--- src/core/icpt_pkg.sv ---
/*
  shared constants of the input capture timer: register map, field layout,
  reset values, edge and filter clock encodings, bus responses.
  assumes a 32-bit axi4-lite register bus with byte addresses.
*/
`default_nettype none

package icpt_pkg;

  // ==========================================================
  // register map
  localparam int         ADDR_W      = 6;
  localparam logic [5:0] OFF_PER_EN  = 6'h00;
  localparam logic [5:0] OFF_MODE    = 6'h04;
  localparam logic [5:0] OFF_IOCTL   = 6'h08;
  localparam logic [5:0] OFF_IEN     = 6'h0c;
  localparam logic [5:0] OFF_STAT    = 6'h10;
  localparam logic [5:0] OFF_CLR     = 6'h14;
  localparam logic [5:0] OFF_CNT     = 6'h18;
  localparam logic [5:0] OFF_GRA     = 6'h1c;
  localparam logic [5:0] OFF_GRB     = 6'h20;

  // ==========================================================
  // fields
  localparam int         PER_GATE_BIT = 6;
  localparam int         MODE_RUN_BIT = 7;
  localparam int         MODE_FCK_LSB = 4;
  localparam int         MODE_DFB_BIT = 3;
  localparam int         MODE_DFA_BIT = 2;
  localparam logic [7:0] MODE_MASK    = 8'hbc;
  localparam int         IO_A_LSB     = 0;
  localparam int         IO_B_LSB     = 4;
  localparam int         IO_MODE_OFS  = 2;
  localparam logic [7:0] IOCTL_MASK   = 8'h77;
  localparam int         EV_CAPA_BIT  = 0;
  localparam int         EV_CAPB_BIT  = 1;
  localparam int         EV_OVF_BIT   = 3;
  localparam logic [7:0] EV_MASK      = 8'h0b;
  localparam logic [7:0] RST_BYTE     = 8'h00;

  // ==========================================================
  // encodings
  typedef enum logic [1:0] {
    EDGE_RISE = 2'h0,
    EDGE_FALL = 2'h1,
    EDGE_BOTH = 2'h2,
    EDGE_BAD  = 2'h3
  } icpt_edge_t;

  typedef enum logic [1:0] {
    FCK_DIV32 = 2'h0,
    FCK_DIV8  = 2'h1,
    FCK_FULL  = 2'h2,
    FCK_SRC   = 2'h3
  } icpt_fck_t;

  localparam logic [4:0] DIV32_LAST  = 5'h1f;
  localparam logic [2:0] DIV8_LAST   = 3'h7;
  localparam logic [1:0] RESP_OKAY   = 2'h0;
  localparam logic [1:0] RESP_SLVERR = 2'h2;

endpackage

`default_nettype wire

--- src/core/icpt_chan_if.sv ---
/*
  link between the timer core and one capture pin conditioner.
  assumes both ends share one clock.
*/
`timescale 1ns/1ps
`default_nettype none

interface icpt_chan_if;
  logic       filt_tick;
  logic       filt_en;
  logic [1:0] edge_sel;
  logic       edge_evt;

  modport ctl  (output filt_tick, output filt_en, output edge_sel, input edge_evt);
  modport chan (input filt_tick, input filt_en, input edge_sel, output edge_evt);
endinterface

`default_nettype wire

--- src/core/icpt_chan.sv ---
/*
  one capture pin: two-stage synchroniser, optional sampling filter and
  edge selection, giving a one-cycle capture event.
  assumes the pin is asynchronous to clk and reset is synchronous.
*/
`timescale 1ns/1ps
`default_nettype none

module icpt_chan #(
  parameter int FILT_AGREE = 3
) (
  // clock and control
  input  wire logic       clk,
  input  wire logic       resetn,
  input  wire logic       ce,
  // pin
  input  wire logic       pin,
  // core side
  icpt_chan_if.chan       ch
);

  if (FILT_AGREE < 2 || FILT_AGREE > 4) begin : g_bad_agree
    $error("filter agreement must be 2 to 4 samples");
  end

  logic [1:0]            sync_reg;
  logic [1:0]            sync_next;
  logic [FILT_AGREE-1:0] samp_reg;
  logic [FILT_AGREE-1:0] samp_next;
  logic                  lvl_reg;
  logic                  lvl_next;
  logic                  evt_reg;
  logic                  evt_next;
  logic                  rise;
  logic                  fall;

  // ==========================================================
  // next state
  always_comb begin
    sync_next = {sync_reg[0], pin};
    samp_next = samp_reg;
    lvl_next  = lvl_reg;
    if (ch.filt_tick) begin
      samp_next = {samp_reg[FILT_AGREE-2:0], sync_reg[1]};
    end
    if (!ch.filt_en) begin
      lvl_next = sync_reg[1];
    end else if (ch.filt_tick && (&samp_next)) begin
      lvl_next = 1'b1;
    end else if (ch.filt_tick && !(|samp_next)) begin
      lvl_next = 1'b0;
    end
    rise = lvl_next & ~lvl_reg;
    fall = ~lvl_next & lvl_reg;
    unique case (ch.edge_sel)
      icpt_pkg::EDGE_RISE: evt_next = rise;
      icpt_pkg::EDGE_FALL: evt_next = fall;
      icpt_pkg::EDGE_BOTH: evt_next = rise | fall;
      default:             evt_next = 1'b0;
    endcase
  end

  // ==========================================================
  // registers; a pin high at reset release shows as one rising edge
  always_ff @(posedge clk) begin
    if (!resetn) begin
      sync_reg <= '0;
      samp_reg <= '0;
      lvl_reg  <= 1'b0;
      evt_reg  <= 1'b0;
    end else if (ce) begin
      sync_reg <= sync_next;
      samp_reg <= samp_next;
      lvl_reg  <= lvl_next;
      evt_reg  <= evt_next;
    end
  end

  assign ch.edge_evt = evt_reg;

  // ==========================================================
  // checks
  chk_both_edges:
    assert property (@(posedge clk) disable iff (!resetn)
      (ce && ch.edge_sel == icpt_pkg::EDGE_BOTH && lvl_next != lvl_reg) |=> evt_reg)
    else $error("both-edge mode missed a transition");

  chk_rise_only:
    assert property (@(posedge clk) disable iff (!resetn)
      (ce && ch.edge_sel == icpt_pkg::EDGE_RISE && !(lvl_next && !lvl_reg)) |=> !evt_reg)
    else $error("rising-edge mode fired without a rise");

  chk_filter_hold:
    assert property (@(posedge clk) disable iff (!resetn)
      (ch.filt_en && !ch.filt_tick) |=> $stable(lvl_reg))
    else $error("filtered level moved between sampling ticks");

endmodule

`default_nettype wire

--- src/core/icpt_top.sv ---
/*
  input capture timer: free-running counter, two capture channels, shared
  interrupt, axi4-lite register slave.
  assumes one 100 mhz clock, synchronous active-low reset, async pins.
*/
`timescale 1ns/1ps
`default_nettype none

// What this block does
// - a valid edge on pin a or b copies the counter into register a or b.
// - capture edge selectable as rising, falling or both.
// - edge field value 10 captures on both transitions of pin a.
// - every valid edge makes a fresh capture, so intervals can be measured.
// - a completed capture raises the timer interrupt only when its enable bit in ien is 1.
// - an enable lets counter overflow raise the interrupt.
// - a separate enable lets a capture edge raise the interrupt.
// - an optional digital filter conditions the pin before edge detection.
// - writing 1 to the run bit starts counting.
// - counting stops while run bit 7 of the mode register is 0.
// - gate bit 6 at 0 stops the clock, ignores writes other than to the gate bit, holds reset.
// - gate bit at 1 makes all timer registers readable; only the gate register, mode, ioctl, ien, clr and compare-mode gra/grb take writes.
// - mode bit 1 makes a general register capture; 0 makes it compare.
// - edge value 00 means rising, 01 falling; 11 is not to be used.
// - with the filter on, an edge is seen within five sampling ticks.
// - overflow raises the interrupt only when its enable bit 3 is 1.
module icpt_top #(
  parameter int CNT_W      = 16,
  parameter int FILT_AGREE = 3
) (
  // clock, reset, enable
  input  wire logic                        clk,
  input  wire logic                        resetn,
  input  wire logic                        ce,
  // axi4-lite write
  input  wire logic [icpt_pkg::ADDR_W-1:0] s_axi_awaddr,
  input  wire logic [2:0]                  s_axi_awprot,
  input  wire logic                        s_axi_awvalid,
  output logic                             s_axi_awready,
  input  wire logic [31:0]                 s_axi_wdata,
  input  wire logic [3:0]                  s_axi_wstrb,
  input  wire logic                        s_axi_wvalid,
  output logic                             s_axi_wready,
  output logic [1:0]                       s_axi_bresp,
  output logic                             s_axi_bvalid,
  input  wire logic                        s_axi_bready,
  // axi4-lite read
  input  wire logic [icpt_pkg::ADDR_W-1:0] s_axi_araddr,
  input  wire logic [2:0]                  s_axi_arprot,
  input  wire logic                        s_axi_arvalid,
  output logic                             s_axi_arready,
  output logic [31:0]                      s_axi_rdata,
  output logic [1:0]                       s_axi_rresp,
  output logic                             s_axi_rvalid,
  input  wire logic                        s_axi_rready,
  // capture pins and interrupt
  input  wire logic                        capture_pin_a,
  input  wire logic                        capture_pin_b,
  output logic                             timer_irq
);

  if (CNT_W < 2 || CNT_W > 32) begin : g_bad_cnt
    $error("counter width must be 2 to 32");
  end

  localparam int AW = icpt_pkg::ADDR_W;

  function automatic logic [31:0] merge(input logic [31:0] old, input logic [31:0] dat,
                                        input logic [3:0] strb);
    logic [31:0] m;
    m = {{8{strb[3]}}, {8{strb[2]}}, {8{strb[1]}}, {8{strb[0]}}};
    return (old & ~m) | (dat & m);
  endfunction

  // bus group
  logic              awready_reg, awready_next, wready_reg, wready_next;
  logic              aw_hold_reg, aw_hold_next, w_hold_reg, w_hold_next;
  logic [AW-1:0]     awaddr_reg, awaddr_next;
  logic [31:0]       wdata_reg, wdata_next;
  logic [3:0]        wstrb_reg, wstrb_next;
  logic              bvalid_reg, bvalid_next, arready_reg, arready_next;
  logic              rvalid_reg, rvalid_next;
  logic [1:0]        bresp_reg, bresp_next, rresp_reg, rresp_next;
  logic [31:0]       rdata_reg, rdata_next;
  logic              gate_reg, gate_next;
  // core group
  logic [7:0]        mode_reg, mode_next, ioctl_reg, ioctl_next, ien_reg, ien_next;
  logic [7:0]        stat_reg, stat_next;
  logic [CNT_W-1:0]  cnt_reg, cnt_next, gra_reg, gra_next, grb_reg, grb_next;
  logic [4:0]        pre_reg, pre_next;
  logic              irq_reg, irq_next;
  // decode and events
  logic [AW-1:0]     waddr, raddr;
  logic              wr_fire, rd_fire, wr_hit, core_rst_n, run;
  logic              mode_a, mode_b, cap_a, cap_b, cmp_a, cmp_b;
  logic [7:0]        set_mask, clr_mask;

  icpt_chan_if       ch_a ();
  icpt_chan_if       ch_b ();

  // ==========================================================
  // capture channels
  icpt_chan #(.FILT_AGREE(FILT_AGREE)) u_chan_a (
    .clk    (clk),
    .resetn (core_rst_n),
    .ce     (ce),
    .pin    (capture_pin_a),
    .ch     (ch_a.chan)
  );

  icpt_chan #(.FILT_AGREE(FILT_AGREE)) u_chan_b (
    .clk    (clk),
    .resetn (core_rst_n),
    .ce     (ce),
    .pin    (capture_pin_b),
    .ch     (ch_b.chan)
  );

  // ==========================================================
  // axi4-lite slave
  assign waddr   = {awaddr_reg[AW-1:2], 2'b00};
  assign raddr   = {s_axi_araddr[AW-1:2], 2'b00};
  assign wr_fire = aw_hold_reg && w_hold_reg && !bvalid_reg;
  assign rd_fire = s_axi_arvalid && arready_reg;
  assign wr_hit  = (waddr <= icpt_pkg::OFF_GRB);

  always_comb begin
    aw_hold_next = aw_hold_reg;
    awaddr_next  = awaddr_reg;
    w_hold_next  = w_hold_reg;
    wdata_next   = wdata_reg;
    wstrb_next   = wstrb_reg;
    bvalid_next  = bvalid_reg;
    bresp_next   = bresp_reg;
    rvalid_next  = rvalid_reg;
    rdata_next   = rdata_reg;
    rresp_next   = rresp_reg;
    gate_next    = gate_reg;
    if (s_axi_awvalid && awready_reg) begin
      aw_hold_next = 1'b1;
      awaddr_next  = s_axi_awaddr;
    end
    if (s_axi_wvalid && wready_reg) begin
      w_hold_next = 1'b1;
      wdata_next  = s_axi_wdata;
      wstrb_next  = s_axi_wstrb;
    end
    if (bvalid_reg && s_axi_bready) begin
      bvalid_next = 1'b0;
    end
    if (wr_fire) begin
      aw_hold_next = 1'b0;
      w_hold_next  = 1'b0;
      bvalid_next  = 1'b1;
      bresp_next   = wr_hit ? icpt_pkg::RESP_OKAY : icpt_pkg::RESP_SLVERR;
      if (waddr == icpt_pkg::OFF_PER_EN) begin
        gate_next = wstrb_reg[0] ? wdata_reg[icpt_pkg::PER_GATE_BIT] : gate_reg;
      end
    end
    if (rvalid_reg && s_axi_rready) begin
      rvalid_next = 1'b0;
    end
    if (rd_fire) begin
      rvalid_next = 1'b1;
      rresp_next  = icpt_pkg::RESP_OKAY;
      // gated-off core sits in reset, so reads show reset values
      unique case (raddr)
        icpt_pkg::OFF_PER_EN: rdata_next = 32'(gate_reg) << icpt_pkg::PER_GATE_BIT;
        icpt_pkg::OFF_MODE:   rdata_next = 32'(mode_reg);
        icpt_pkg::OFF_IOCTL:  rdata_next = 32'(ioctl_reg);
        icpt_pkg::OFF_IEN:    rdata_next = 32'(ien_reg);
        icpt_pkg::OFF_STAT:   rdata_next = 32'(stat_reg);
        icpt_pkg::OFF_CLR:    rdata_next = 32'h0000_0000;
        icpt_pkg::OFF_CNT:    rdata_next = 32'(cnt_reg);
        icpt_pkg::OFF_GRA:    rdata_next = 32'(gra_reg);
        icpt_pkg::OFF_GRB:    rdata_next = 32'(grb_reg);
        default: begin
          rdata_next = 32'h0000_0000;
          rresp_next = icpt_pkg::RESP_SLVERR;
        end
      endcase
    end
    awready_next = !aw_hold_next;
    wready_next  = !w_hold_next;
    arready_next = !rvalid_next;
  end

  always_ff @(posedge clk) begin
    if (!resetn) begin
      awready_reg <= 1'b0;
      wready_reg  <= 1'b0;
      aw_hold_reg <= 1'b0;
      w_hold_reg  <= 1'b0;
      awaddr_reg  <= '0;
      wdata_reg   <= 32'h0000_0000;
      wstrb_reg   <= 4'h0;
      bvalid_reg  <= 1'b0;
      bresp_reg   <= icpt_pkg::RESP_OKAY;
      arready_reg <= 1'b0;
      rvalid_reg  <= 1'b0;
      rdata_reg   <= 32'h0000_0000;
      rresp_reg   <= icpt_pkg::RESP_OKAY;
      gate_reg    <= 1'b0;
    end else if (ce) begin
      awready_reg <= awready_next;
      wready_reg  <= wready_next;
      aw_hold_reg <= aw_hold_next;
      w_hold_reg  <= w_hold_next;
      awaddr_reg  <= awaddr_next;
      wdata_reg   <= wdata_next;
      wstrb_reg   <= wstrb_next;
      bvalid_reg  <= bvalid_next;
      bresp_reg   <= bresp_next;
      arready_reg <= arready_next;
      rvalid_reg  <= rvalid_next;
      rdata_reg   <= rdata_next;
      rresp_reg   <= rresp_next;
      gate_reg    <= gate_next;
    end
  end

  // ==========================================================
  // timer core
  assign core_rst_n = resetn & gate_reg;
  assign run        = mode_reg[icpt_pkg::MODE_RUN_BIT];
  assign mode_a     = ioctl_reg[icpt_pkg::IO_A_LSB + icpt_pkg::IO_MODE_OFS];
  assign mode_b     = ioctl_reg[icpt_pkg::IO_B_LSB + icpt_pkg::IO_MODE_OFS];
  assign cap_a      = ch_a.edge_evt && mode_a && run;
  assign cap_b      = ch_b.edge_evt && mode_b && run;
  assign cmp_a      = !mode_a && run && (cnt_reg == gra_reg);
  assign cmp_b      = !mode_b && run && (cnt_reg == grb_reg);

  assign ch_a.filt_en  = mode_reg[icpt_pkg::MODE_DFA_BIT];
  assign ch_b.filt_en  = mode_reg[icpt_pkg::MODE_DFB_BIT];
  assign ch_a.edge_sel = ioctl_reg[icpt_pkg::IO_A_LSB +: 2];
  assign ch_b.edge_sel = ioctl_reg[icpt_pkg::IO_B_LSB +: 2];
  // count source is the full clock, so the source choice samples every cycle
  always_comb begin
    unique case (mode_reg[icpt_pkg::MODE_FCK_LSB +: 2])
      icpt_pkg::FCK_DIV32: ch_a.filt_tick = (pre_reg == icpt_pkg::DIV32_LAST);
      icpt_pkg::FCK_DIV8:  ch_a.filt_tick = (pre_reg[2:0] == icpt_pkg::DIV8_LAST);
      default:             ch_a.filt_tick = 1'b1;
    endcase
  end
  assign ch_b.filt_tick = ch_a.filt_tick;

  always_comb begin
    mode_next  = mode_reg;
    ioctl_next = ioctl_reg;
    ien_next   = ien_reg;
    gra_next   = gra_reg;
    grb_next   = grb_reg;
    clr_mask   = 8'h00;
    pre_next   = pre_reg + 5'h01;
    cnt_next   = cnt_reg;
    if (run) begin
      cnt_next = cnt_reg + CNT_W'(1);
    end
    if (wr_fire) begin
      unique case (waddr)
        icpt_pkg::OFF_MODE:
          mode_next = 8'(merge(32'(mode_reg), wdata_reg, wstrb_reg)) & icpt_pkg::MODE_MASK;
        icpt_pkg::OFF_IOCTL:
          ioctl_next = 8'(merge(32'(ioctl_reg), wdata_reg, wstrb_reg)) & icpt_pkg::IOCTL_MASK;
        icpt_pkg::OFF_IEN:
          ien_next = 8'(merge(32'(ien_reg), wdata_reg, wstrb_reg)) & icpt_pkg::EV_MASK;
        icpt_pkg::OFF_CLR:
          clr_mask = wstrb_reg[0] ? (wdata_reg[7:0] & icpt_pkg::EV_MASK) : 8'h00;
        icpt_pkg::OFF_GRA:
          if (!mode_a) gra_next = CNT_W'(merge(32'(gra_reg), wdata_reg, wstrb_reg));
        icpt_pkg::OFF_GRB:
          if (!mode_b) grb_next = CNT_W'(merge(32'(grb_reg), wdata_reg, wstrb_reg));
        default: ;
      endcase
    end
    if (cap_a) gra_next = cnt_reg;
    if (cap_b) grb_next = cnt_reg;
    set_mask = 8'h00;
    set_mask[icpt_pkg::EV_CAPA_BIT] = cap_a | cmp_a;
    set_mask[icpt_pkg::EV_CAPB_BIT] = cap_b | cmp_b;
    set_mask[icpt_pkg::EV_OVF_BIT]  = run && (&cnt_reg);
    // a set in the clearing cycle survives
    stat_next = (stat_reg & ~clr_mask) | set_mask;
    irq_next  = |(stat_reg & ien_reg);
  end

  always_ff @(posedge clk) begin
    if (!core_rst_n) begin
      mode_reg  <= icpt_pkg::RST_BYTE;
      ioctl_reg <= icpt_pkg::RST_BYTE;
      ien_reg   <= icpt_pkg::RST_BYTE;
      stat_reg  <= icpt_pkg::RST_BYTE;
      cnt_reg   <= '0;
      gra_reg   <= '0;
      grb_reg   <= '0;
      pre_reg   <= 5'h00;
      irq_reg   <= 1'b0;
    end else if (ce) begin
      mode_reg  <= mode_next;
      ioctl_reg <= ioctl_next;
      ien_reg   <= ien_next;
      stat_reg  <= stat_next;
      cnt_reg   <= cnt_next;
      gra_reg   <= gra_next;
      grb_reg   <= grb_next;
      pre_reg   <= pre_next;
      irq_reg   <= irq_next;
    end
  end

  assign s_axi_awready = awready_reg;
  assign s_axi_wready  = wready_reg;
  assign s_axi_bvalid  = bvalid_reg;
  assign s_axi_bresp   = bresp_reg;
  assign s_axi_arready = arready_reg;
  assign s_axi_rvalid  = rvalid_reg;
  assign s_axi_rdata   = rdata_reg;
  assign s_axi_rresp   = rresp_reg;
  assign timer_irq     = irq_reg;

  // ==========================================================
  // checks
  chk_cap_copy_a:
    assert property (@(posedge clk) disable iff (!core_rst_n)
      (ce && cap_a) |=> (gra_reg == $past(cnt_reg)))
    else $error("capture a did not copy the counter");

  chk_cap_fresh_b:
    assert property (@(posedge clk) disable iff (!core_rst_n)
      (ce && cap_b) ##1 (ce && cap_b) |=> (grb_reg == $past(cnt_reg)))
    else $error("second capture b was not fresh");

  chk_count_run:
    assert property (@(posedge clk) disable iff (!core_rst_n)
      (ce && run) |=> (cnt_reg == CNT_W'($past(cnt_reg) + CNT_W'(1))))
    else $error("counter did not advance while running");

  chk_count_stop:
    assert property (@(posedge clk) disable iff (!core_rst_n)
      (ce && !run) |=> $stable(cnt_reg))
    else $error("counter moved while stopped");

  chk_ovf_wrap:
    assert property (@(posedge clk) disable iff (!core_rst_n)
      (ce && run && (&cnt_reg)) |=> (cnt_reg == '0) && stat_reg[icpt_pkg::EV_OVF_BIT])
    else $error("wrap did not set overflow");

  chk_gate_reset:
    assert property (@(posedge clk) disable iff (!resetn)
      !gate_reg |=> (cnt_reg == '0) && (mode_reg == icpt_pkg::RST_BYTE) && !timer_irq)
    else $error("gated-off timer left reset");

  chk_mode_write:
    assert property (@(posedge clk) disable iff (!core_rst_n)
      (ce && wr_fire && waddr == icpt_pkg::OFF_MODE && wstrb_reg[0]) |=>
      (mode_reg == ($past(wdata_reg[7:0]) & icpt_pkg::MODE_MASK)))
    else $error("mode write not stored");

  chk_irq_cap:
    assert property (@(posedge clk) disable iff (!core_rst_n)
      (ce && cap_a && ien_reg[icpt_pkg::EV_CAPA_BIT]) ##1 ce |=> timer_irq)
    else $error("capture did not raise the interrupt");

  chk_irq_mask:
    assert property (@(posedge clk) disable iff (!core_rst_n)
      (ce && (stat_reg & ien_reg) == 8'h00) |=> !timer_irq)
    else $error("masked event raised the interrupt");

endmodule

`default_nettype wire

--- config.mk ---
export PLATFORM = sky130hd
export DESIGN_NAME = icpt_top
export DESIGN_NICKNAME = d
export VERILOG_FILES = /design/src/core/icpt_pkg.sv /design/src/core/icpt_chan_if.sv /design/src/core/icpt_chan.sv /design/src/core/icpt_top.sv
export SDC_FILE = /design/constraint.sdc
export NUM_CORES = 1
export LEC_CHECK = 0
export ABC_CLOCK_PERIOD_IN_PS = 5100
export BUFFER_PORTS_ARGS = -buffer_cell sky130_fd_sc_hd__buf_2
export CORE_AREA = 4 4 169 171
export DETAILED_ROUTE_END_ITERATION = 12
export DIE_AREA = 0 0 173 175
export SLEW_MARGIN = 20
export SYNTH_ARGS = -nofsm -noshare
export SYNTH_HDL_FRONTEND = slang
export SYNTH_SLANG_ARGS = --single-unit
export TNS_END_PERCENT = 10
--- constraint.sdc ---
create_clock -name clk -period 5.1 [get_ports clk]
set_input_delay 0.255 -clock clk [delete_from_list [all_inputs] [get_ports clk]]
set_output_delay 0.255 -clock clk [all_outputs]
set_load 0.02 [all_outputs]
==> impl_metrics.ini <==
[status]
outcome = finished, final reports clean

[synth]
syn_inst = 796
ys_warn_count = 0
synth_edf_count = 0
synth.avg_cell_area_um2 = 8.40
yosysTopAreaCell = dfxtp_1
synth_area_leaders = dfxtp_1 (39%), mux2i_1 (5.8%), nor2_1 (5.4%)
async_flop_share = 0
yosysUniqueCellTypes = 60
netlist.area_leader.share = 0.392
yosysSeqAreaShare = 0.392
synth_ff_type = dfxtp_1
ys_ff_latch = 131
netlist_area_um2 = 6690

[layout]
final_common_cell = dfxtp_1
n_antenna_cell = 0
final_cell_mix = dfxtp_1 (131), nor2_1 (97), nand2_1 (67), buf_2 (59), a21oi_1 (48)
syn2layout_area_growth_pct = 14.8
n_fill_cell = 2884
drive_gt1_frac = 0.133
nets = 881

[critical_path]
cp_num_cells = 13
r2r-start = pre_reg[0]
cp_common_cell = ha_1
r2r-end = u_chan_b.ch.edge_evt
setup.worst_path.class = flip-flop to flip-flop
path_buf_inv = 1
crit_fanout = 5
cp_cell_sequence = ha_1, and3_1, ha_1, nor2b_1, or3_1, a311oi_1, a211o_1, nor2_1, ha_1, inv_1, mux2i_1, o32a_1, a21oi_1
crit_family = simple AND/OR/NAND/NOR gates
required_ps = 5380
rr_worst_depth = 13
cp-end-kind = flip-flop
start_kind = flip-flop
reg2reg_setup_slack_ps = 2380
critPathArrivalTime_ps = 3000
max_stage_delay_ps = 410
cp_slowest_cell = or3_1

[routing]
wire_per_inst_um = 16.3
drt-total-wl_mm = 19.0
ant_nets = 0
drc = 0
num_vias = 5705
drt_iter0_markers = 456
first_pass_iters = 7
via_per_inst = 4.90

[floorplan]
start_util = 0.249
core_um2 = 26900
pin_count = 106
die_x_um = 173
rows = 60
dieArea_um2 = 30300
die_y_um = 175

[placement]
post-place-ws_ps = 2390
place_hpwl_mm = 13.6
gp_congestion = 0.836
port_buffers = 59

[sta]
slew_viol_final = 0
slew_headroom = 0.293
period_share = 0.534
final-hold-violation-count = 0
fmax_mhz = 367
hold_ws_ps = 75.0
setup_violations = 0
fin_setup_tns_ps = 0
rsz0062_at_grt = no
worst_pin_slew_ps = 1060
finalClockSkew_ps = 9.35
fin_crit_ps = 2720
fin_ws_ps = 2380

[power_and_ir_drop]
design_power_total_mw = 2.37
combPwrFrac = 0.040
intPower_mw = 1.82
swShare = 0.231
power_density_nw_per_um2 = 308
ir_worst_vdd_v = 0.000233
seqPwrFrac = 0.440
p_switching_uw = 548
p_clk_frac = 0.520
power.leakage_nw = 2.89

[flow_run]
maxCapViolCount = 0

[clock_tree]
insertion_delay_ps = 430
cts_root_buffer = clkbuf_16
ctsHoldBuffers = 0
path_clk_slew_ps = 60
clock_path_buffers = 2
post-cts-setup-buffer-count = 0
tritoncts = yes
ctsResizeCount = 0
htree_levels = 4
cts_sinks = 131
cts-buffers-inserted = 17

[global_route]
gr-usage-all-layers = 0.124
grt_first_pass_wirelength_mm = 29.9
antenna_found_initial = 0
grt_overflow = 0
use_met1 = 0.173
busiest_layer = met2
grt_use_met3 = 0.0281
grt_max_degree = 61
grtUsageMet2 = 0.187
grt_pass1_vias = 5365

[hold_path]
hold_path_end = wdata_reg[6]
min-delay-start = s_axi_wdata[6]
hold_depth = 3
hp-class = input port to flip-flop
tightest hold or removal path, delay by kind of cell:
kind,cells,cell delay (ps)
buffers and inverters,1,90
AND/OR/NAND/NOR,1,40
AO/OA/AOI/OAI,1,60
power by group through the flow:
| stage | combinational, mW | sequential, mW | clock (mW) |
|---|---|---|---|
| final | 0.0957 | 1.04 | 1.23 |
| after floorplan | 0.0727 | 1.06 | 0 |
| after global routing | 0.104 | 1.04 | 1.30 |
| after global placement | 0.0949 | 1.06 | 0 |
| after CTS | 0.0957 | 1.04 | 1.25 |
| after detailed placement | 0.0954 | 1.06 | 0 |
per-stage QoR:
stage / utilization / area, um^2 / cells
2_1_floorplan: - / 6750 / 813
3_3_place_gp: 0.263 / 7080 / 1133
3_5_place_dp: 0.263 / 7080 / 1133
4_1_cts: 0.286 / 7680 / 1165
5_1_grt: 0.286 / 7680 / 1165
6_report: 0.286 / 7680 / 1165
synth_stat cells (3+ instances only):
cell / number
dfxtp_1: 131
nor2_1: 97
nand2_1: 68
a21oi_1: 48
clkbuf_1: 42
mux2i_1: 39
o21ai_0: 34
a211oi_1: 33
xor2_1: 33
nand3_1: 22
a21boi_0: 20
inv_1: 20
buf_4: 19
and3_1: 18
xnor2_1: 15
buf_2: 13
nor2b_1: 12
nor3_1: 12
nand4_1: 11
o31ai_1: 10
nor4_1: 9
a22o_1: 7
buf_1: 6
ha_1: 6
a32oi_1: 5
o221ai_1: 5
a211oi_2: 4
a222oi_1: 4
a22oi_1: 3
and2_1: 3
nand4b_1: 3
nor3_2: 3
nor3b_1: 3
o32ai_1: 3
routing by layer:
layer / share of wire / wire length, um
met1: 0.47 / 9030
met2: 0.44 / 8330
met3: 0.072 / 1370
met4: 0.016 / 298
met5: 0 / 0
logic make-up (layout without fill, tap and decap cells):
group	after synthesis	count (layout)	synth area share
simple gates	280	280	0.206
compound gates	188	188	0.196
flops	131	131	0.392
buf+inv	103	114	0.0732
xor+xnor	48	48	0.0629
mux	39	39	0.0584
fa+ha+maj	6	6	0.0112
other cells	1	18	0.000561
area by class of cell:
cell class,count,area [um^2],area share
clock buffers,21,470,0.0613
clock inverters,11,129,0.0168
inverters,21,78.8,0.0103
multi-input cells,579,3640,0.474
flip-flops and latches,131,2620,0.341
well taps,341,427,0.0556
repair buffers,61,310,0.0404
worst max-delay path by stage:
stage                          start                    to  slack [ps]
after floorplan           pre_reg[0]  u_chan_b.ch.edge_evt        2510
after global placement    pre_reg[0]  u_chan_b.ch.edge_evt        2390
after detailed placement  pre_reg[0]  u_chan_b.ch.edge_evt        2390
after CTS                 pre_reg[0]  u_chan_b.ch.edge_evt        2370
after global routing      pre_reg[0]  u_chan_b.ch.edge_evt        2130
final                     pre_reg[0]  u_chan_b.ch.edge_evt        2380
No activity file was read; power rests on OpenSTA's default activity.
